$ cat config.mk
export PLATFORM = sky130hd
export DESIGN_NAME = clock_safeguard_reset_control
export DESIGN_NICKNAME = d
export VERILOG_FILES = /design/src/core/clk_rst_pkg.sv /design/src/core/clock_safeguard_reset_control.sv /design/src/core/clk_sync2.sv
export SDC_FILE = /design/constraint.sdc
export NUM_CORES = 1
export LEC_CHECK = 0
export BUFFER_PORTS_ARGS = -buffer_cell sky130_fd_sc_hd__buf_2
export CORE_MARGIN = 2
export CORE_UTILIZATION = 40
export DETAILED_ROUTE_END_ITERATION = 10
export PLACE_DENSITY = 0.76
export SETUP_SLACK_MARGIN = 0.05
export SYNTH_ARGS = -nofsm -noshare
export SYNTH_HDL_FRONTEND = slang
export SYNTH_HIERARCHICAL = 1
export SYNTH_SLANG_ARGS = --single-unit
$ cat constraint.sdc
create_clock -name CLOCK -period 2.8 [get_ports CLOCK]
set_clock_uncertainty 0.2 [all_clocks]
set_input_delay 0.14 -clock CLOCK [delete_from_list [all_inputs] [get_ports CLOCK]]
set_output_delay 0.14 -clock CLOCK [all_outputs]
set_load 0.02 [all_outputs]
$ cat src/core/clk_rst_pkg.sv
// Purpose: Shared constants for the clock safeguard and reset control block
// Assumes: 100 MHz CLOCK, AHB-Lite register access, 32-bit data
// Notes: Printed offset 0xdb is not word aligned, so it is an index
package clk_rst_pkg;
    // Register indices; byte address is four times the index
    localparam logic [7:0] OSC_CTRL_IDX = 8'hdb;
    localparam logic [7:0] OPT_STAT_IDX = 8'he0;
    // Field positions
    localparam int MAIN_OSC_DISABLE_BIT = 0;
    localparam int ST_BACKUP_BIT = 0;
    localparam int ST_MAIN_OK_BIT = 1;
    localparam int ST_RESET_BIT = 2;
    localparam int ST_NMI_BIT = 3;
    localparam int ST_SAFEGUARD_BIT = 4;
    // Reset values
    localparam logic [7:0] OSC_CTRL_RESET = 8'h00;
    localparam logic [11:0] RESET_VECTOR = 12'hffe;
    // Timing counts; the stabilisation delay is in internal clock cycles
    localparam int STAB_CYCLES = 2048;
    localparam logic [11:0] STAB_LAST = 12'(STAB_CYCLES - 1);
    // Missing-edge timeout in system cycles without a main edge
    localparam logic [3:0] MISS_LIMIT = 4'hf;
    // Last count of the backup oscillator period, in system clock cycles
    localparam logic [5:0] BACKUP_HALF = 6'h3f;
    // Idle cycles required after each internal clock tick under the safeguard
    localparam logic [2:0] SAFEGUARD_GAP = 3'h3;
    typedef enum {
        RST_HOLD,
        RST_WAIT_OSC,
        RST_STRETCH,
        RST_RUN
    } rst_state_type;
endpackage : clk_rst_pkg

$ cat src/core/clock_safeguard_reset_control.sv
// Purpose: Clock source selection, safeguard filter and reset sequencing
// Assumes: Main oscillator sampled as a level; 100 MHz CLOCK
// Notes: Internal clock is given as a one-cycle tick enable, not a clock
// What this block does
// - With safeguard on, backup oscillator starts one backup period after missing edge.
// - Backup oscillator is usable only when the safeguard option is selected.
// - At power-on, backup oscillator clocks the stabilisation counter until main runs.
// - Backup oscillator stops, main clock returns, once main oscillator runs.
// - Oscillator control bit 0 set stops main oscillator; clear lets it run.
// - Safeguard removes clock cycles so internal clock stays below ceiling.
// - Safeguard and backup access set by a fixed option, not software.
// - Reset comes from reset pin low, power-on, or watchdog timeout.
// - Reset pin is active low; reset holds while pin is low.
// - Internal reset is a stretched version, so short pulses fully reset.
// - Reset in run or wait halts program, pulls ports up, restarts oscillator.
// - Reset in stop starts oscillator; init waits for pin high and delay.
// - Internal reset releases 2048 internal clock cycles after external release.
// - Power-on holds reset; delay count starts once oscillator operates.
// - Watchdog end-of-count resets, reloads watchdog, restarts like pin reset.
// - Leaving reset clears stack and loads program counter from vector 0FFEh.
// - Core starts in NMI mode; return from interrupt restores normal mode.
// - Clearing disable bit or any reset restarts the main oscillator.
//
// Register access over AHB-Lite is this design's own decision.
`default_nettype none
module clock_safeguard_reset_control
    import clk_rst_pkg::*;
(
    input wire logic CLOCK,
    input wire logic RSTN,
    input wire logic SAFEGUARD_OPTION,
    input wire logic MAIN_OSC_IN,
    input wire logic RESET_PIN_N,
    input wire logic POWER_ON,
    input wire logic WATCHDOG_EXPIRED,
    input wire logic RETURN_FROM_INTERRUPT,
    input wire logic [31:0] HADDR,
    input wire logic [1:0] HTRANS,
    input wire logic HWRITE,
    input wire logic [2:0] HSIZE,
    input wire logic HSEL,
    input wire logic HREADY,
    input wire logic [31:0] HWDATA,
    output logic [31:0] HRDATA,
    output logic HREADYOUT,
    output logic HRESP,
    output logic MAIN_OSC_ENABLE,
    output logic BACKUP_OSC_ENABLE,
    output logic INT_CLOCK_TICK,
    output logic CORE_RESET,
    output logic PORTS_PULLUP_INPUT,
    output logic WATCHDOG_RELOAD,
    output logic STACK_CLEAR,
    output logic PC_LOAD,
    output logic [11:0] PC_LOAD_VALUE,
    output logic NMI_MODE
);
    // Synchronised pins
    logic main_osc_s;
    logic reset_pin_s;
    logic power_on_s;
    logic option_s;

    clk_sync2 u_sync_osc (
        .clk(CLOCK),
        .rst_n(RSTN),
        .async_in(MAIN_OSC_IN),
        .rst_val(1'b0),
        .sync_out(main_osc_s)
    );
    clk_sync2 u_sync_pin (
        .clk(CLOCK),
        .rst_n(RSTN),
        .async_in(RESET_PIN_N),
        .rst_val(1'b0),
        .sync_out(reset_pin_s)
    );
    clk_sync2 u_sync_por (
        .clk(CLOCK),
        .rst_n(RSTN),
        .async_in(POWER_ON),
        .rst_val(1'b0),
        .sync_out(power_on_s)
    );
    clk_sync2 u_sync_opt (
        .clk(CLOCK),
        .rst_n(RSTN),
        .async_in(SAFEGUARD_OPTION),
        .rst_val(1'b0),
        .sync_out(option_s)
    );

    // Registers
    logic main_osc_disable_q;
    logic safeguard_q;
    logic opt_latched_q;
    logic [1:0] opt_wait_q;
    logic osc_prev_q;
    logic [3:0] miss_cnt_q;
    logic main_fail_q;
    logic [5:0] backup_div_q;
    logic backup_arm_q;
    logic backup_run_q;
    logic backup_tick_q;
    logic [2:0] gap_q;
    logic [11:0] stab_q;
    rst_state_type state_q;
    rst_state_type state_d;
    logic nmi_q;
    logic core_reset_q;
    logic leave_q;

    // Option caught once after release, so software cannot change it;
    // waits two edges so the synchroniser shows the pin, not its reset
    always_ff @(posedge CLOCK or negedge RSTN) begin
        if (!RSTN) begin
            opt_wait_q <= 2'h0;
            opt_latched_q <= 1'b0;
            safeguard_q <= 1'b0;
        end else begin
            opt_wait_q <= {opt_wait_q[0], 1'b1};
            if (opt_wait_q[1] && !opt_latched_q) begin
                opt_latched_q <= 1'b1;
                safeguard_q <= option_s;
            end
        end
    end

    // Main oscillator edge detect on the synchronised level
    wire main_edge = main_osc_s != osc_prev_q;
    wire miss_over = miss_cnt_q == MISS_LIMIT;
    wire main_running = !main_fail_q && !main_osc_disable_q;

    // Timeout counter cleared by every main edge
    always_ff @(posedge CLOCK or negedge RSTN) begin
        if (!RSTN) begin
            osc_prev_q <= 1'b0;
            miss_cnt_q <= 4'h0;
            main_fail_q <= 1'b1;
        end else begin
            osc_prev_q <= main_osc_s;
            if (main_edge) begin
                miss_cnt_q <= 4'h0;
                main_fail_q <= 1'b0;
            end else if (miss_over) begin
                main_fail_q <= 1'b1;
            end else begin
                miss_cnt_q <= miss_cnt_q + 4'h1;
            end
        end
    end

    // Backup oscillator: armed on failure, runs one period later
    wire backup_wanted = safeguard_q && !main_running;
    wire backup_wrap = backup_div_q == BACKUP_HALF;

    always_ff @(posedge CLOCK or negedge RSTN) begin
        if (!RSTN) begin
            backup_div_q <= 6'h00;
            backup_arm_q <= 1'b0;
            backup_run_q <= 1'b0;
            backup_tick_q <= 1'b0;
        end else begin
            backup_tick_q <= backup_run_q && backup_wrap;
            if (!backup_wanted) begin
                backup_div_q <= 6'h00;
                backup_arm_q <= 1'b0;
                backup_run_q <= 1'b0;
            end else begin
                backup_div_q <= backup_wrap ? 6'h00 : backup_div_q + 6'h01;
                backup_arm_q <= 1'b1;
                if (backup_arm_q && backup_wrap) begin
                    backup_run_q <= 1'b1;
                end
            end
        end
    end

    // Safeguard spacing filter on main edges; drops over-fast cycles
    wire gap_ok = gap_q == SAFEGUARD_GAP;
    wire main_tick = main_running && main_edge && main_osc_s;
    wire pass_main = main_tick && (!safeguard_q || gap_ok);

    always_ff @(posedge CLOCK or negedge RSTN) begin
        if (!RSTN) begin
            gap_q <= 3'h0;
        end else if (pass_main) begin
            gap_q <= 3'h0;
        end else if (!gap_ok) begin
            gap_q <= gap_q + 3'h1;
        end
    end

    // Internal clock from main, or from backup when allowed
    wire int_tick = pass_main || (backup_run_q && backup_tick_q);

    // Reset sources merged; pin and watchdog restart identically
    wire reset_req = !reset_pin_s || power_on_s || WATCHDOG_EXPIRED;
    wire osc_going = main_running || backup_run_q;
    wire stab_done = stab_q == STAB_LAST;

    always_comb begin
        state_d = state_q;
        case (state_q)
            RST_HOLD: begin
                if (!reset_req) begin
                    state_d = RST_WAIT_OSC;
                end
            end
            RST_WAIT_OSC: begin
                if (reset_req) begin
                    state_d = RST_HOLD;
                end else if (osc_going) begin
                    state_d = RST_STRETCH;
                end
            end
            RST_STRETCH: begin
                if (reset_req) begin
                    state_d = RST_HOLD;
                end else if (int_tick && stab_done) begin
                    state_d = RST_RUN;
                end
            end
            RST_RUN: begin
                if (reset_req) begin
                    state_d = RST_HOLD;
                end
            end
            default: state_d = RST_HOLD;
        endcase
    end

    // Stabilisation counter counts internal clock ticks only
    always_ff @(posedge CLOCK or negedge RSTN) begin
        if (!RSTN) begin
            state_q <= RST_HOLD;
            stab_q <= 12'h000;
        end else begin
            state_q <= state_d;
            if (state_q != RST_STRETCH) begin
                stab_q <= 12'h000;
            end else if (int_tick && !stab_done) begin
                stab_q <= stab_q + 12'h001;
            end
        end
    end

    wire leaving = state_q == RST_STRETCH && state_d == RST_RUN;

    // Core reset level, vector load pulse and NMI mode
    always_ff @(posedge CLOCK or negedge RSTN) begin
        if (!RSTN) begin
            core_reset_q <= 1'b1;
            leave_q <= 1'b0;
            nmi_q <= 1'b1;
        end else begin
            core_reset_q <= state_d != RST_RUN;
            leave_q <= leaving;
            if (state_d != RST_RUN) begin
                nmi_q <= 1'b1;
            end else if (RETURN_FROM_INTERRUPT) begin
                nmi_q <= 1'b0;
            end
        end
    end

    // Bus address phase capture
    logic wr_pend_q;
    logic [7:0] wr_idx_q;
    logic [31:0] rdata_q;
    wire take = HSEL && HREADY && HTRANS[1];
    wire [7:0] idx = HADDR[9:2];
    wire hit_osc = idx == OSC_CTRL_IDX;
    wire hit_stat = idx == OPT_STAT_IDX;
    wire [31:0] osc_word = {31'h0, main_osc_disable_q};
    wire [31:0] stat_word = {27'h0, safeguard_q, nmi_q, core_reset_q,
                             main_running, backup_run_q};
    wire [31:0] rd_sel = hit_osc ? osc_word : hit_stat ? stat_word : 32'h0;

    // Writes land in the data phase; reset restores the main oscillator
    always_ff @(posedge CLOCK or negedge RSTN) begin
        if (!RSTN) begin
            wr_pend_q <= 1'b0;
            wr_idx_q <= 8'h00;
            rdata_q <= 32'h0;
            main_osc_disable_q <= OSC_CTRL_RESET[MAIN_OSC_DISABLE_BIT];
        end else begin
            wr_pend_q <= take && HWRITE;
            if (take) begin
                wr_idx_q <= idx;
                rdata_q <= rd_sel;
            end
            if (core_reset_q) begin
                main_osc_disable_q <= 1'b0;
            end else if (wr_pend_q && wr_idx_q == OSC_CTRL_IDX) begin
                // Upper bits ignored; software keeps them zero
                main_osc_disable_q <= HWDATA[MAIN_OSC_DISABLE_BIT];
            end
        end
    end

    assign HRDATA = rdata_q;
    assign HREADYOUT = 1'b1;
    assign HRESP = 1'b0;
    // Oscillator stopped only by the disable bit, which core reset clears one cycle later
    assign MAIN_OSC_ENABLE = !main_osc_disable_q;
    assign BACKUP_OSC_ENABLE = backup_run_q;
    assign INT_CLOCK_TICK = int_tick;
    assign CORE_RESET = core_reset_q;
    assign PORTS_PULLUP_INPUT = core_reset_q;
    assign WATCHDOG_RELOAD = core_reset_q;
    assign STACK_CLEAR = leave_q;
    assign PC_LOAD = leave_q;
    assign PC_LOAD_VALUE = RESET_VECTOR;
    assign NMI_MODE = nmi_q;
endmodule : clock_safeguard_reset_control
`default_nettype wire

$ cat src/core/clk_sync2.sv
// Purpose: Two-flop synchroniser for asynchronous level inputs
// Assumes: Single clock domain on CLOCK
// Notes: First stage feeds only the second stage
`default_nettype none
module clk_sync2 (
    input wire logic clk,
    input wire logic rst_n,
    input wire logic async_in,
    input wire logic rst_val,
    output logic sync_out
);
    logic meta_q;
    logic stage_q;

    // Flops clear to zero; the rst_val port sets the reset value through the output XOR
    always_ff @(posedge clk or negedge rst_n) begin
        if (!rst_n) begin
            meta_q <= 1'b0;
            stage_q <= 1'b0;
        end else begin
            meta_q <= async_in ^ rst_val;
            stage_q <= meta_q;
        end
    end

    assign sync_out = stage_q ^ rst_val;
endmodule : clk_sync2
`default_nettype wire

Word level (Yosys, flattened, before mapping)

Index checks and enable logic that the tools add are counted.

Register bits after elaboration: 119
Input bits: 80
Output and inout bits: 55
Word-level logic and storage cells: 109

Add/sub/neg operators: 4
Equal/unequal tests: 18
Mux-type cells: 26
Reductions and logical operators: 33

Operators by type and width:

| kind                  | number |
|---|---|
| $mux 32               | 6 |
| $pmux 32 s4           | 1 |
| $eq 32x2->1 const B   | 2 |
| $eq 32x3->1 const B   | 2 |
| $ne 32x3->1 const B   | 2 |
| $eq 32x1->1 const B   | 1 |
| $logic_not 32->1      | 1 |
| $eq 8x8->1 const B    | 3 |
| $mux 12               | 2 |
| $logic_and 1x1->1     | 16 |
| $add 12x1->12 const B | 1 |
| $eq 12x11->1 const B  | 1 |
| $mux 6                | 2 |
| $mux 5                | 2 |
| $mux 1                | 9 |
| $mux 4                | 2 |
| $reduce_bool 2->1     | 4 |
| $logic_not 1->1       | 7 |
| $add 6x1->6 const B   | 1 |
| $eq 6x6->1 const B    | 1 |
| $mux 3                | 2 |
| $logic_or 1x1->1      | 5 |
| $add 4x1->4 const B   | 1 |
| $eq 4x4->1 const B    | 1 |
| 5 further kinds       | 6 |

Logic depth before layout (Yosys ltp)

Gate-level depths: netlist of the first run.

Depth in word-level cells: 12
Gate-level depth with buffers: 8
Depth with buffers taken out: 7

Modules after synthesis

The synthesis of the first run kept the hierarchy.

By module, submodules not included:

| module                        | instances | cells an instance | area an instance (um^2) | seq. area each (um^2) |
|---|---|---|---|---|
| clock_safeguard_reset_control | 1         | 309               | 3611.0                  | 2105.8 |
| clk_sync2                     | 4         | 4                 | 67.6                    | 50.0 |

Least setup slack after synthesis of the first run

No wires, ideal clock.

Path type: flip-flop to flip-flop
Start: register u_sync_osc.stage_q
End: register stab_q[3]
Arrival time: 1.993 ns
Required time: 2.522 ns
Path slack: 0.529 ns
Stages on the path, launching flop included: 7
Path buffers: 1
Clock period less this slack: 2.271 ns
Cell sequence: dfrtp_1 > xor2_1 > or4b_4 > buf_6 > o21a_4 > or4_1 > a21oi_1

Cells in the longest elaborated chain, start to end: 7

RTL lines:

| item                                 | line                                 | source |
|---|---|---|
| start: declaration                   | clk_sync2.sv:13                      | `logic stage_q;` |
| start signal: assignment             | clk_sync2.sv:22                      | `stage_q <= meta_q;` |
| $ne 1x1->1                           | clock_safeguard_reset_control.sv:130 | `wire main_edge = main_osc_s != osc_prev_q;` |
| $logic_and 1x1->1                    | clock_safeguard_reset_control.sv:181 | `wire main_tick = main_running && main_edge && main_osc_s;` |
| $logic_and 1x1->1 *                  | clock_safeguard_reset_control.sv:181 |  |
| $logic_and 1x1->1 *                  | clock_safeguard_reset_control.sv:182 | `wire pass_main = main_tick && (!safeguard_q \|\| gap_ok);` |
| $logic_or 1x1->1 *                   | clock_safeguard_reset_control.sv:195 | `wire int_tick = pass_main \|\| (backup_run_q && backup_tick_q);` |
| $logic_and 1x1->1 *                  | clock_safeguard_reset_control.sv:242 | `end else if (int_tick && !stab_done) begin` |
| $reduce_bool 2->1 (no source line) * | n/a                                  |  |
| end signal: assignment               | clock_safeguard_reset_control.sv:243 | `stab_q <= stab_q + 12'h001;` |
| end: declaration                     | clock_safeguard_reset_control.sv:106 | `logic [11:0] stab_q;` |

Mark *: on every way between the ends. The rest lies on a longest branch, timed or not.
A chain may end at the register's enable or synchronous reset.

Final worst setup path of the first run

Start: register u_sync_osc.stage_q
End: register nmi_q (netlist: NMI_MODE)

Cells in the longest elaborated chain, start to end: 11

RTL lines:

| item                                        | line                                 | source |
|---|---|---|
| $ne 1x1->1                                  | clock_safeguard_reset_control.sv:130 |  |
| $logic_and 1x1->1                           | clock_safeguard_reset_control.sv:181 |  |
| $logic_and 1x1->1 *                         | clock_safeguard_reset_control.sv:181 |  |
| $logic_and 1x1->1 *                         | clock_safeguard_reset_control.sv:182 |  |
| $logic_or 1x1->1 *                          | clock_safeguard_reset_control.sv:195 |  |
| $logic_and 1x1->1 *                         | clock_safeguard_reset_control.sv:220 | `end else if (int_tick && stab_done) begin` |
| $mux 32 *                                   | clock_safeguard_reset_control.sv:220 |  |
| $mux 32 *                                   | clock_safeguard_reset_control.sv:218 | `if (reset_req) begin` |
| $pmux 32 s4 *                               | clock_safeguard_reset_control.sv:204 | `case (state_q)` |
| $ne 32x3->1 *                               | clock_safeguard_reset_control.sv:259 | `if (state_d != RST_RUN) begin` |
| $mux 1 or $reduce_bool 2->1 (tied branches) | n/a                                  |  |
| end signal: assignment                      | clock_safeguard_reset_control.sv:255 | `nmi_q <= 1'b1;` |
| end signal: assignment                      | clock_safeguard_reset_control.sv:260 | `nmi_q <= 1'b1;` |
| end signal: assignment                      | clock_safeguard_reset_control.sv:262 | `nmi_q <= 1'b0;` |
| end: declaration                            | clock_safeguard_reset_control.sv:109 | `logic nmi_q;` |

Marked as above.

==> reports/results.tsv, run 1 <==
stage	metric	value	unit
floorplan	number of top-level pins	135	
clock_network	CTS tree	done	
drt	number of remaining DRC errors	0	
timing	number of endpoints failing setup at the final stage	0	
synthesis	library cell with the highest instance count after synthesis	sky130_fd_sc_hd__dfrtp_1	
placed_design	Final Wtd Congestion	0.811	
critical_path	worst setup path endpoint	NMI_MODE$_DFFE_PN1P_	
placed_design	number of buffers added on ports	34	
global_routing	vias in the first global route	2393	
floorplan	area enclosed by the die boundary	10500	um2
drt	via count	2523	
drt	Avg WL per Cell	11.3	um
global_routing	final global-route overflow total	0	
synthesis	dominant synthesized flop cell	sky130_fd_sc_hd__dfrtp_1	
timing	final hold violation count	0	
clock_network	cts bufs inserted	9	
clock_network	buffer cell driving the clock tree root	sky130_fd_sc_hd__clkbuf_8	
critical_path	WS Path Type	reg2reg	
global_routing	gr usage total	0.130	
timing	Setup TNS Final	0	ps
critical_path	R2R cell count	6	
outcome	status	completed	
synthesis	Post-Synthesis Cells	325	
floorplan	Std-Cell Rows	35	
synthesis	most area-hungry cell type in the Yosys netlist	sky130_fd_sc_hd__dfrtp_1	
synthesis	Yosys warning count	6	
finish	nets@finish	506	
pwr	total power density per cell area	603	nW/um2
drt	Detailed Route Iter0 Violations	80	
synthesis	count of cell types in the netlist	49	
synthesis	share of the synthesized area in the top cell type	0.574	
critical_path	required time of the critical path	2890	ps
timing	minimum hold slack	125	ps
min_path	class of the most critical hold timing path	in2async	
timing	remaining max-slew budget at the tightest pin	0.579	
critical_path	worst-path maximum fanout	14	
critical_path	CP arrival	2700	ps
synthesis	sequential-to-total area share from yosys stat	0.594	
global_routing	initial antenna violation count	0	
floorplan	die outline height	103	um
timing	max-slew violation count	0	
clock_network	TritonCTS sink count	92	
drt	routed wire length	6260	um
synthesis	post-synthesis async set-or-reset flop share	1.00	
critical_path	CP Launch Type	register	
pwr	maximum VDD drop	362	uV
critical_path	Setup crit start	u_sync_osc/stage_q$_DFF_PN0_	
timing	setup repair after global routing missed its margin	no	
finish	number of non-filler instances in the completed layout	555	
timing	Max Fclk	0.382	GHz
drt	remaining number of nets flagged by the antenna check after routing	0	
finish	area growth from synthesis to layout	18.1	%
placed_design	pre-CTS setup slack	424	ps
clock_network	number of buffers on the longest clock path	2	
synthesis	Post-synth top cells	89 x sky130_fd_sc_hd__dfrtp_1, 44 x sky130_fd_sc_hd__buf_4, 22 x sky130_fd_sc_hd__nor2_1, 13 x sky130_fd_sc_hd__a21oi_1, 12 x sky130_fd_sc_hd__nand2_1	
floorplan	core outline area	9330	um2
pwr	leakage component of the power	2.11	nW
floorplan	die extent in x	103	um
synthesis	post-synthesis sequential element count	92	
global_routing	global-route wire length before repair	10800	um
synthesis	area of the mapped netlist	3880	um2
timing	final worst-path setup slack	182	ps
critical_path	worst flop-to-flop path endpoint	NMI_MODE$_DFFE_PN1P_	
floorplan	initial core utilization	0.416	
timing	final period demand of the worst path	2620	ps
timing	Period Utilization, post-route	0.935	
job	number of maximum-capacitance violations	0	
critical_path	crit path capture type	register	
critical_path	slack of the worst reg-to-reg path	180	ps
clock_network	Worst-Skew Late Latency	360	ps
finish	ant diodes	0	
critical_path	launching point of the worst reg2reg path	u_sync_osc/stage_q$_DFF_PN0_	
finish	fill cell count	819	
synthesis	Post-Synthesis Mean Instance Area	11.9	um2
drt	DRT Pass-1 Iters	4	
finish	share of cells above drive strength 1	0.176	
global_routing	largest net degree at the start of global routing	52	
placed_design	# placed instances	519	
clock_network	CTS clk-pin slew, worst paths	90	ps
timing	transition time of the tightest slew-check pin	630	ps
placed_design	total half-perimeter wirelength after legalization and detailed placement	4310	um
clock_network	H-tree levels	3	
synthesis	largest cells by area after synthesis	sky130_fd_sc_hd__dfrtp_1 57%, sky130_fd_sc_hd__buf_4 8.5%, sky130_fd_sc_hd__mux2_2 2.6%, sky130_fd_sc_hd__xor2_1 2.3%, sky130_fd_sc_hd__nor2_1 2.1%	
drt	detail-routed via count per cell	4.55	
synthesis	EDFF count, synth	0	
-- per-stage QoR --
step                       util  total power, mW  cell area [um2]
after floorplan               -             1.77             4170
after global placement    0.446             1.79             4160
after detailed placement  0.446             1.81             4160
after CTS                 0.488             2.79             4550
after global routing      0.491             2.91             4580
final                     0.491             2.77             4580
-- placed cells by master (no fill, tap or decap), types with 10 or more instances in the layout --
cell type,synthesis,layout
sky130_fd_sc_hd__dfrtp_1,89,89
sky130_fd_sc_hd__conb_1,2,80
sky130_fd_sc_hd__buf_2,0,33
sky130_fd_sc_hd__nor2_1,22,22
sky130_fd_sc_hd__dlygate4sd3_1,0,18
sky130_fd_sc_hd__a21oi_1,13,13
sky130_fd_sc_hd__nand2_1,12,12
sky130_fd_sc_hd__nand3_1,11,11
sky130_fd_sc_hd__inv_1,10,10
-- critical path: stages, from the launching register on --
cell,delay [ps]
sky130_fd_sc_hd__dfrtp_1,370
sky130_fd_sc_hd__xor2_2,180
sky130_fd_sc_hd__or4b_4,530
sky130_fd_sc_hd__o21a_4,300
sky130_fd_sc_hd__nor3_4,240
sky130_fd_sc_hd__o2111ai_1,120
sky130_fd_sc_hd__dlygate4sd3_1,600
-- worst min path at each step --
stage,start,endpoint,slack (ps),depth (start not counted)
global route,u_sync_osc/meta_q$_DFF_PN0_,u_sync_osc/stage_q$_DFF_PN0_,160,0
CTS,RSTN,HRDATA[0]$_DFFE_PN0P_,150,2
detailed placement,RSTN,HRDATA[0]$_DFFE_PN0P_,2,1
finish,RSTN,HRDATA[0]$_DFFE_PN0P_,120,2
global placement,RSTN,HRDATA[0]$_DFFE_PN0P_,-3,1
floorplan,RSTN,BACKUP_OSC_ENABLE$_DFFE_PN0P_,-360,0
-- cells by family after synthesis --
logic type / after synthesis / synth area share
AO/OA/AOI/OAI: 42 / 0.0770
XOR/XNOR: 14 / 0.0316
adder cells (fa/ha/maj): 5 / 0.0161
buffers and inverters: 60 / 0.104
flip-flops: 92 / 0.594
multiplexers: 11 / 0.0313
other: 2 / 0.00193
AND/OR/NAND/NOR: 99 / 0.143
-- routing by layer --
| metal | part of all wire | track usage | vias to the layer above |
|---|---|---|---|
| li1 | - | - | 1213 |
| met1 | 0.42 | 0.166 | 1238 |
| met2 | 0.52 | 0.219 | 64 |
| met3 | 0.046 | 0.0325 | 8 |
| met4 | 0.011 | 0.0431 | 0 |
| met5 | 0 | 0 | - |
-- what timing repair did --
item,4_1_cts,5_1_grt
endpoints found under the hold margin,66,0
hold buffers,18,0
setup buffers,0,2
setup endpoints to repair,0,1
resized for setup,0,2
-- final cells by class --
cell class	count	area, um2	area share
Clock buffer	10	128	0.0278
Clock inverter	6	87.6	0.0191
Inverter	11	41.3	0.00901
Multi-Input combinational cell	251	1480	0.322
Sequential cell	92	2310	0.503
Tap cell	129	161	0.0352
Timing Repair Buffer	56	383	0.0835
-- state kept, by name (all words and copies together) (netlist names), 2 cells and up --
register / count
HRDATA: 5
backup_div_q: 6
gap_q: 3
miss_cnt_q: 4
opt_wait_q: 2
stab_q: 12
state_q: 32
wr_idx_q: 8
-- where the power goes --
part	switching, mW	total [mW]	internal, mW
clock network	0.448	0.953	0.505
registers	0.0616	1.49	1.43
logic	0.197	0.323	0.127
total	0.706	2.77	2.06
(Power assumes the default switching activity.)
==> run 2, diff against run 1 <==
- RECOVER_POWER: unset -> 100
==> run 2 against run 1 <==
Compared with the run above: register-to-register slack is essentially flat; design area decreased by 0.90%; setup slack worse by 2.4 ps; worst hold slack better by 29 ps; sequential share of layout area is 0.46 points higher; routed wire length rose by 0.26%; non-clock buffer count unchanged; clock power about the same; combinational power shrank 2%; global-route usage unchanged; largest power group unchanged; maximum frequency hardly changed; power is 0.11% lower; critical endpoint unchanged.
==> reports/results.tsv, run 2 (same netlist as run 1, synthesis figures left out) <==
stage	metric	value	unit	change
clock_network	number of buffers on the longest clock path	2		unchanged
pwr	register share of total power	0.539		about the same
floorplan	die extent in x	103	um	unchanged
placed_design	Final Wtd Congestion	0.811		unchanged
timing	transition time of the tightest slew-check pin	1190	ps	+561 ps
min_path	hold-critical path depth	0		
outcome	status	completed		
pwr	Comb pwr share	0.115		-0.002
finish	Largest register FFs	32		unchanged
pwr	switching share of total power	0.256		+0.000901
finish	share of cells above drive strength 1	0.131		-0.0446
clock_network	Worst-Skew Late Latency	360	ps	about the same
pwr	leakage component of the power	2.06	nW	-2.7%
placed_design	total half-perimeter wirelength after legalization and detailed placement	4310	um	unchanged
critical_path	WS Path Type	reg2reg		
finish	area growth from synthesis to layout	17.0	%	
floorplan	core outline area	9330	um2	unchanged
critical_path	R2R cell count	6		unchanged
timing	final worst-path setup slack	180	ps	-2.40 ps
drt	detail-routed via count per cell	4.53		-0.32%
pwr	total power density per cell area	608	nW/um2	+0.80%
timing	number of endpoints failing setup at the final stage	0		unchanged
drt	routed wire length	6280	um	+0.26%
floorplan	number of top-level pins	135		unchanged
floorplan	Std-Cell Rows	35		unchanged
timing	max-slew violation count	0		unchanged
timing	setup repair after global routing missed its margin	no		
critical_path	worst flop-to-flop path endpoint	NMI_MODE$_DFFE_PN1P_		
finish	fill cell count	831		+1.5%
critical_path	Setup crit start	u_sync_osc/stage_q$_DFF_PN0_		
placed_design	pre-CTS setup slack	424	ps	unchanged
min_path	hold wc startpoint	u_sync_pin/meta_q$_DFF_PN0_		
pwr	Cell Int Power	2.05	mW	-0.23%
global_routing	vias in the first global route	2393		unchanged
clock_network	buffer cell driving the clock tree root	sky130_fd_sc_hd__clkbuf_8		
global_routing	final global-route overflow total	0		unchanged
finish	nets@finish	506		unchanged
drt	number of remaining DRC errors	0		unchanged
drt	Avg WL per Cell	11.3	um	+0.26%
critical_path	CP arrival	2710	ps	about the same
critical_path	required time of the critical path	2890	ps	about the same
drt	DRT Pass-1 Iters	4		unchanged
pwr	net switching power	0.708	mW	+0.25%
min_path	class of the most critical hold timing path	reg2reg		
timing	final hold violation count	0		unchanged
min_path	worst-case hold path end point	u_sync_pin/stage_q$_DFF_PN0_		
critical_path	crit path capture type	register		
timing	Max Fclk	0.382	GHz	about the same
global_routing	initial antenna violation count	0		unchanged
pwr	maximum VDD drop	363	uV	about the same
timing	minimum hold slack	154	ps	+29.4 ps
global_routing	largest net degree at the start of global routing	52		unchanged
job	number of maximum-capacitance violations	0		unchanged
finish	total area of sequential cells	2310	um2	unchanged
drt	via count	2515		-0.32%
finish	top flop regs	state_q (32), stab_q (12), wr_idx_q (8)		
timing	final period demand of the worst path	2620	ps	+2.40 ps
floorplan	die outline height	103	um	unchanged
clock_network	H-tree levels	3		unchanged
pwr	Total Power Consumption	2.76	mW	-0.11%
placed_design	number of buffers added on ports	34		unchanged
drt	Detailed Route Iter0 Violations	64		-20%
floorplan	initial core utilization	0.416		unchanged
pwr	Clk network pwr share	0.346		about the same
clock_network	cts bufs inserted	9		unchanged
global_routing	gr usage total	0.130		unchanged
finish	commonest non-fill, non-tap cells in the layout	89 x sky130_fd_sc_hd__dfrtp_1, 80 x sky130_fd_sc_hd__conb_1, 22 x sky130_fd_sc_hd__nor2_1		
timing	Period Utilization, post-route	0.936		about the same
clock_network	CTS clk-pin slew, worst paths	90	ps	about the same
clock_network	TritonCTS sink count	92		unchanged
finish	footprint of the multi-input gates	1470	um2	-0.59%
finish	ant diodes	0		unchanged
critical_path	launching point of the worst reg2reg path	u_sync_osc/stage_q$_DFF_PN0_		
critical_path	worst-path maximum fanout	14		unchanged
finish	register ranked first by flip-flop count	state_q		
drt	remaining number of nets flagged by the antenna check after routing	0		unchanged
finish	leading cell type in the layout, fill and taps excluded	sky130_fd_sc_hd__dfrtp_1		
timing	remaining max-slew budget at the tightest pin	0.206		-0.373
critical_path	slack of the worst reg-to-reg path	180	ps	about the same
timing	Setup TNS Final	0	ps	unchanged
critical_path	CP Launch Type	register		
global_routing	global-route wire length before repair	10800	um	unchanged
clock_network	CTS tree	done		
floorplan	area enclosed by the die boundary	10500	um2	unchanged
-- run 2: changes by cell type in the layout (fill, tap and decap cells not counted) --
cell,delta
sky130_fd_sc_hd__clkbuf_1,+18
sky130_fd_sc_hd__buf_2,-17
sky130_fd_sc_hd__buf_4,-5
sky130_fd_sc_hd__clkbuf_2,+3
sky130_fd_sc_hd__clkbuf_4,+1
sky130_fd_sc_hd__inv_1,+1
sky130_fd_sc_hd__inv_2,-1
sky130_fd_sc_hd__o31ai_2,+1
sky130_fd_sc_hd__o31ai_4,-1
-- run 2: power groups by stage --
stage          clock, mW  sequential [mW]  combinational [mW]
2_1_floorplan          0             1.50               0.271
3_3_place_gp           0             1.51               0.281
3_5_place_dp           0             1.51               0.296
4_1_cts            0.982             1.49               0.315
5_1_grt             1.04             1.50               0.367
6_report           0.956             1.49               0.317
-- run 2: routing by layer --
| layer | vias up | track usage | routed length, um |
|---|---|---|---|
| met2 | 64 | 0.219 | 3280 |
| li1 | 1210 | - | - |
| met3 | 12 | 0.0325 | 258 |
| met5 | - | 0 | 0 |
| met1 | 1229 | 0.166 | 2640 |
| met4 | 0 | 0.0431 | 96 |
-- run 2: cell type report --
type                    instances  share of cell area
inverters                      11             0.00909
clock inverters                 6              0.0193
repair buffers                 56              0.0771
clock buffers                  10              0.0281
multi-input cells             251               0.323
flip-flops and latches         92               0.508
well taps                     129              0.0355
-- run 2: how the worst max path moves through the flow --
stage | to | slack, ps | cells after the start
2_1_floorplan | stab_q[3]$_DFFE_PN0P_ | 530 | 6
3_3_place_gp | stab_q[9]$_DFFE_PN0P_ | 460 | 5
3_5_place_dp | stab_q[5]$_DFFE_PN0P_ | 420 | 5
4_1_cts | NMI_MODE$_DFFE_PN1P_ | 100 | 6
5_1_grt | NMI_MODE$_DFFE_PN1P_ | 60 | 6
6_report | NMI_MODE$_DFFE_PN1P_ | 180 | 6
-- run 2: critical path, stage by stage (launching register included) --
cell and delay [ps]:
sky130_fd_sc_hd__dfrtp_1 370, sky130_fd_sc_hd__xor2_2 180, sky130_fd_sc_hd__or4b_4 530, sky130_fd_sc_hd__o21a_4 300
sky130_fd_sc_hd__nor3_4 240, sky130_fd_sc_hd__o2111ai_1 130, sky130_fd_sc_hd__dlygate4sd3_1 600
-- run 2: through the flow --
step	cells	utilization	instance area, um2
floorplan	403	-	4170
global placement	519	0.446	4160
detailed placement	519	0.446	4160
CTS	553	0.488	4550
global route	555	0.487	4540
finish	555	0.487	4540
-- run 2: timing repair --
item / in CTS / in global routing
buffers inserted: 0 / 2
endpoints found under the setup margin: 0 / 1
gates resized for setup: 0 / 2
endpoints found under the hold margin: 66 / 0
hold buffers: 18 / 0
==> run 3, diff against run 2 <==
- CORE_UTILIZATION: 40 -> 41
- PLACE_DENSITY: 0.76 -> 0.78
- SLEW_MARGIN: unset -> 10
==> run 3 against run 2 <==
Compared with the run above: sequential power barely moved; critical path depth did not move; worst hold slack got worse by 120 ps; clock power is 14% lower; non-clock buffer count stayed put; sequential cell count did not move; cell count shrank 3.2%; via count rose by 1.5%; clock-buffer cell count shrank 1; first-iteration DRC count up 86%; design area is 1.2% lower; routed wire length grew 5.3%.
==> reports/results.tsv, run 3 (same netlist as run 1, synthesis figures left out) <==
stage	metric	value	unit	change
outcome	status	completed		
placed_design	total half-perimeter wirelength after legalization and detailed placement	4410	um	+2.4%
global_routing	largest net degree at the start of global routing	93		+79%
finish	leading cell type in the layout, fill and taps excluded	sky130_fd_sc_hd__dfrtp_1		
clock_network	TritonCTS sink count	92		unchanged
critical_path	Setup crit start	u_sync_osc/stage_q$_DFF_PN0_		
clock_network	CTS tree	done		
drt	DRT Pass-1 Iters	4		unchanged
timing	setup repair after global routing missed its margin	no		
clock_network	cts bufs inserted	9		unchanged
drt	routed wire length	6610	um	+5.3%
critical_path	count of buffering cells on the critical path with inverters included	1		unchanged
critical_path	worst flop-to-flop path endpoint	NMI_MODE$_DFFE_PN1P_		
timing	Setup TNS Final	0	ps	unchanged
min_path	hold wc startpoint	HREADY		
global_routing	initial antenna violation count	0		unchanged
critical_path	cell count along the critical path	6		unchanged
timing	transition time of the tightest slew-check pin	1100	ps	-86.4 ps
clock_network	H-tree levels	3		unchanged
finish	top flop regs	state_q (32), stab_q (12), wr_idx_q (8)		
finish	commonest non-fill, non-tap cells in the layout	89 x sky130_fd_sc_hd__dfrtp_1, 80 x sky130_fd_sc_hd__conb_1, 24 x sky130_fd_sc_hd__clkbuf_1		
timing	Max Fclk	0.383	GHz	+0.23%
pwr	leakage component of the power	2.02	nW	-1.9%
global_routing	gr usage total	0.142		+0.0115
floorplan	initial core utilization	0.422		+0.00594
drt	via count	2552		+1.5%
drt	number of remaining DRC errors	0		unchanged
clock_network	number of buffers on the longest clock path	2		unchanged
timing	Period Utilization, post-route	0.934		-0.00213
critical_path	crit path capture type	register		
drt	detail-routed via count per cell	4.75		+4.9%
timing	number of endpoints failing setup at the final stage	0		unchanged
clock_network	Worst-Skew Late Latency	360	ps	about the same
finish	Largest register FFs	32		unchanged
critical_path	worst-path cell chain	xor2_2, or4b_4, o21a_4, nor3_4, o2111ai_1, dlygate4sd3_1		
clock_network	CTS clk-pin slew, worst paths	90	ps	about the same
global_routing	final global-route overflow total	0		unchanged
min_path	class of the most critical hold timing path	in2reg		
critical_path	CP Launch Type	register		
critical_path	WS Path Type	reg2reg		
floorplan	die outline height	101	um	-1.2%
finish	nets@finish	506		unchanged
pwr	Total Power Consumption	2.63	mW	-4.8%
floorplan	Std-Cell Rows	35		unchanged
placed_design	Final Wtd Congestion	0.812		+0.19%
critical_path	delay-heaviest family, CP	simple AND/OR/NAND/NOR gates		
min_path	worst-case hold path end point	wr_pend_q$_DFF_PN0_		
critical_path	delay of the slowest critical-path stage	600	ps	about the same
finish	register ranked first by flip-flop count	state_q		
pwr	total power density per cell area	586	nW/um2	-3.6%
finish	area growth from synthesis to layout	15.7	%	
critical_path	launching point of the worst reg2reg path	u_sync_osc/stage_q$_DFF_PN0_		
timing	final hold violation count	0		unchanged
floorplan	core outline area	9200	um2	-1.4%
drt	remaining number of nets flagged by the antenna check after routing	0		unchanged
critical_path	slack of the worst reg-to-reg path	190	ps	about the same
critical_path	required time of the critical path	2890	ps	about the same
floorplan	area enclosed by the die boundary	10300	um2	-2.3%
floorplan	number of top-level pins	135		unchanged
timing	final period demand of the worst path	2610	ps	-5.96 ps
critical_path	worst-path maximum fanout	14		unchanged
drt	Detailed Route Iter0 Violations	119		+86%
placed_design	number of buffers added on ports	34		unchanged
global_routing	vias in the first global route	2524		+5.5%
critical_path	R2R cell count	6		unchanged
finish	ant diodes	0		unchanged
finish	share of cells above drive strength 1	0.120		-0.0117
pwr	maximum VDD drop	410	uV	+13%
clock_network	buffer cell driving the clock tree root	sky130_fd_sc_hd__clkbuf_8		
timing	minimum hold slack	30.3	ps	-124 ps
timing	final worst-path setup slack	186	ps	+5.96 ps
floorplan	die extent in x	101	um	-1.2%
timing	max-slew violation count	0		unchanged
global_routing	global-route wire length before repair	11200	um	+4.6%
drt	Avg WL per Cell	12.3	um	+8.9%
placed_design	pre-CTS setup slack	398	ps	-26.4 ps
job	number of maximum-capacitance violations	0		unchanged
min_path	hold-critical path depth	4		+4
timing	remaining max-slew budget at the tightest pin	0.263		+0.0576
critical_path	CP arrival	2700	ps	about the same
critical_path	worst-path cell with the longest stage delay	sky130_fd_sc_hd__dlygate4sd3_1		
[run 3: cell types whose count changed in the layout (fill, tap and decap cells not counted), sizes merged]
cell and change:
buf -5, inv +2, clkinv -2, bufinv -2
clkbuf +4, clkinvlp +3
[run 3: timing repair]
action / CTS / global route
endpoints found under the setup margin: 0 / 1
gates resized for setup: 0 / 2
hold endpoints to repair: 107 / 0
buffers inserted: 0 / 3
hold buffers: 18 / 0
[run 3: per-stage QoR]
step | cells | instance area, um2 | util
after floorplan | 403 | 4170 | -
after global placement | 500 | 4130 | 0.449
after detailed placement | 500 | 4130 | 0.449
after CTS | 534 | 4490 | 0.488
after global routing | 537 | 4490 | 0.488
final | 537 | 4490 | 0.488
[run 3: worst max path at each step]
stage                            end  slack (ps)
3_5_place_dp   stab_q[7]$_DFFE_PN0P_         400
6_report        NMI_MODE$_DFFE_PN1P_         190
3_3_place_gp   stab_q[9]$_DFFE_PN0P_         430
4_1_cts         NMI_MODE$_DFFE_PN1P_          90
5_1_grt         NMI_MODE$_DFFE_PN1P_          50
2_1_floorplan  stab_q[3]$_DFFE_PN0P_         530
[run 3: power breakdown]
group | switching (mW) | internal (mW)
sequential | 0.0587 | 1.43
clock | 0.484 | 0.336
combinational | 0.199 | 0.126
total | 0.741 | 1.89
[run 3: layout make-up]
| class | instances | area [um2] |
|---|---|---|
| Fill cell | 813 | 4710 |
| Clock buffer | 9 | 124 |
| Clock inverter | 7 | 58.8 |
| Inverter | 11 | 41.3 |
| Sequential cell | 92 | 2310 |
| Timing Repair Buffer | 56 | 353 |
| Multi-Input combinational cell | 251 | 1470 |
| Tap cell | 111 | 139 |
[run 3: per-layer routing]
metal  share of wire  wire, um  track usage  up-vias
li1                -         -            -     1214
met1            0.43      2850        0.170     1237
met2            0.48      3200        0.234       84
met3           0.050       333       0.0380       17
met4           0.035       229       0.0780        0
met5               0         0            0        -
[run 3: tightest hold or removal path, stage by stage]
cell                      delay [ps]
sky130_fd_sc_hd__buf_2           100
sky130_fd_sc_hd__nand3_1          50
sky130_fd_sc_hd__buf_4           210
sky130_fd_sc_hd__nor2_1           60
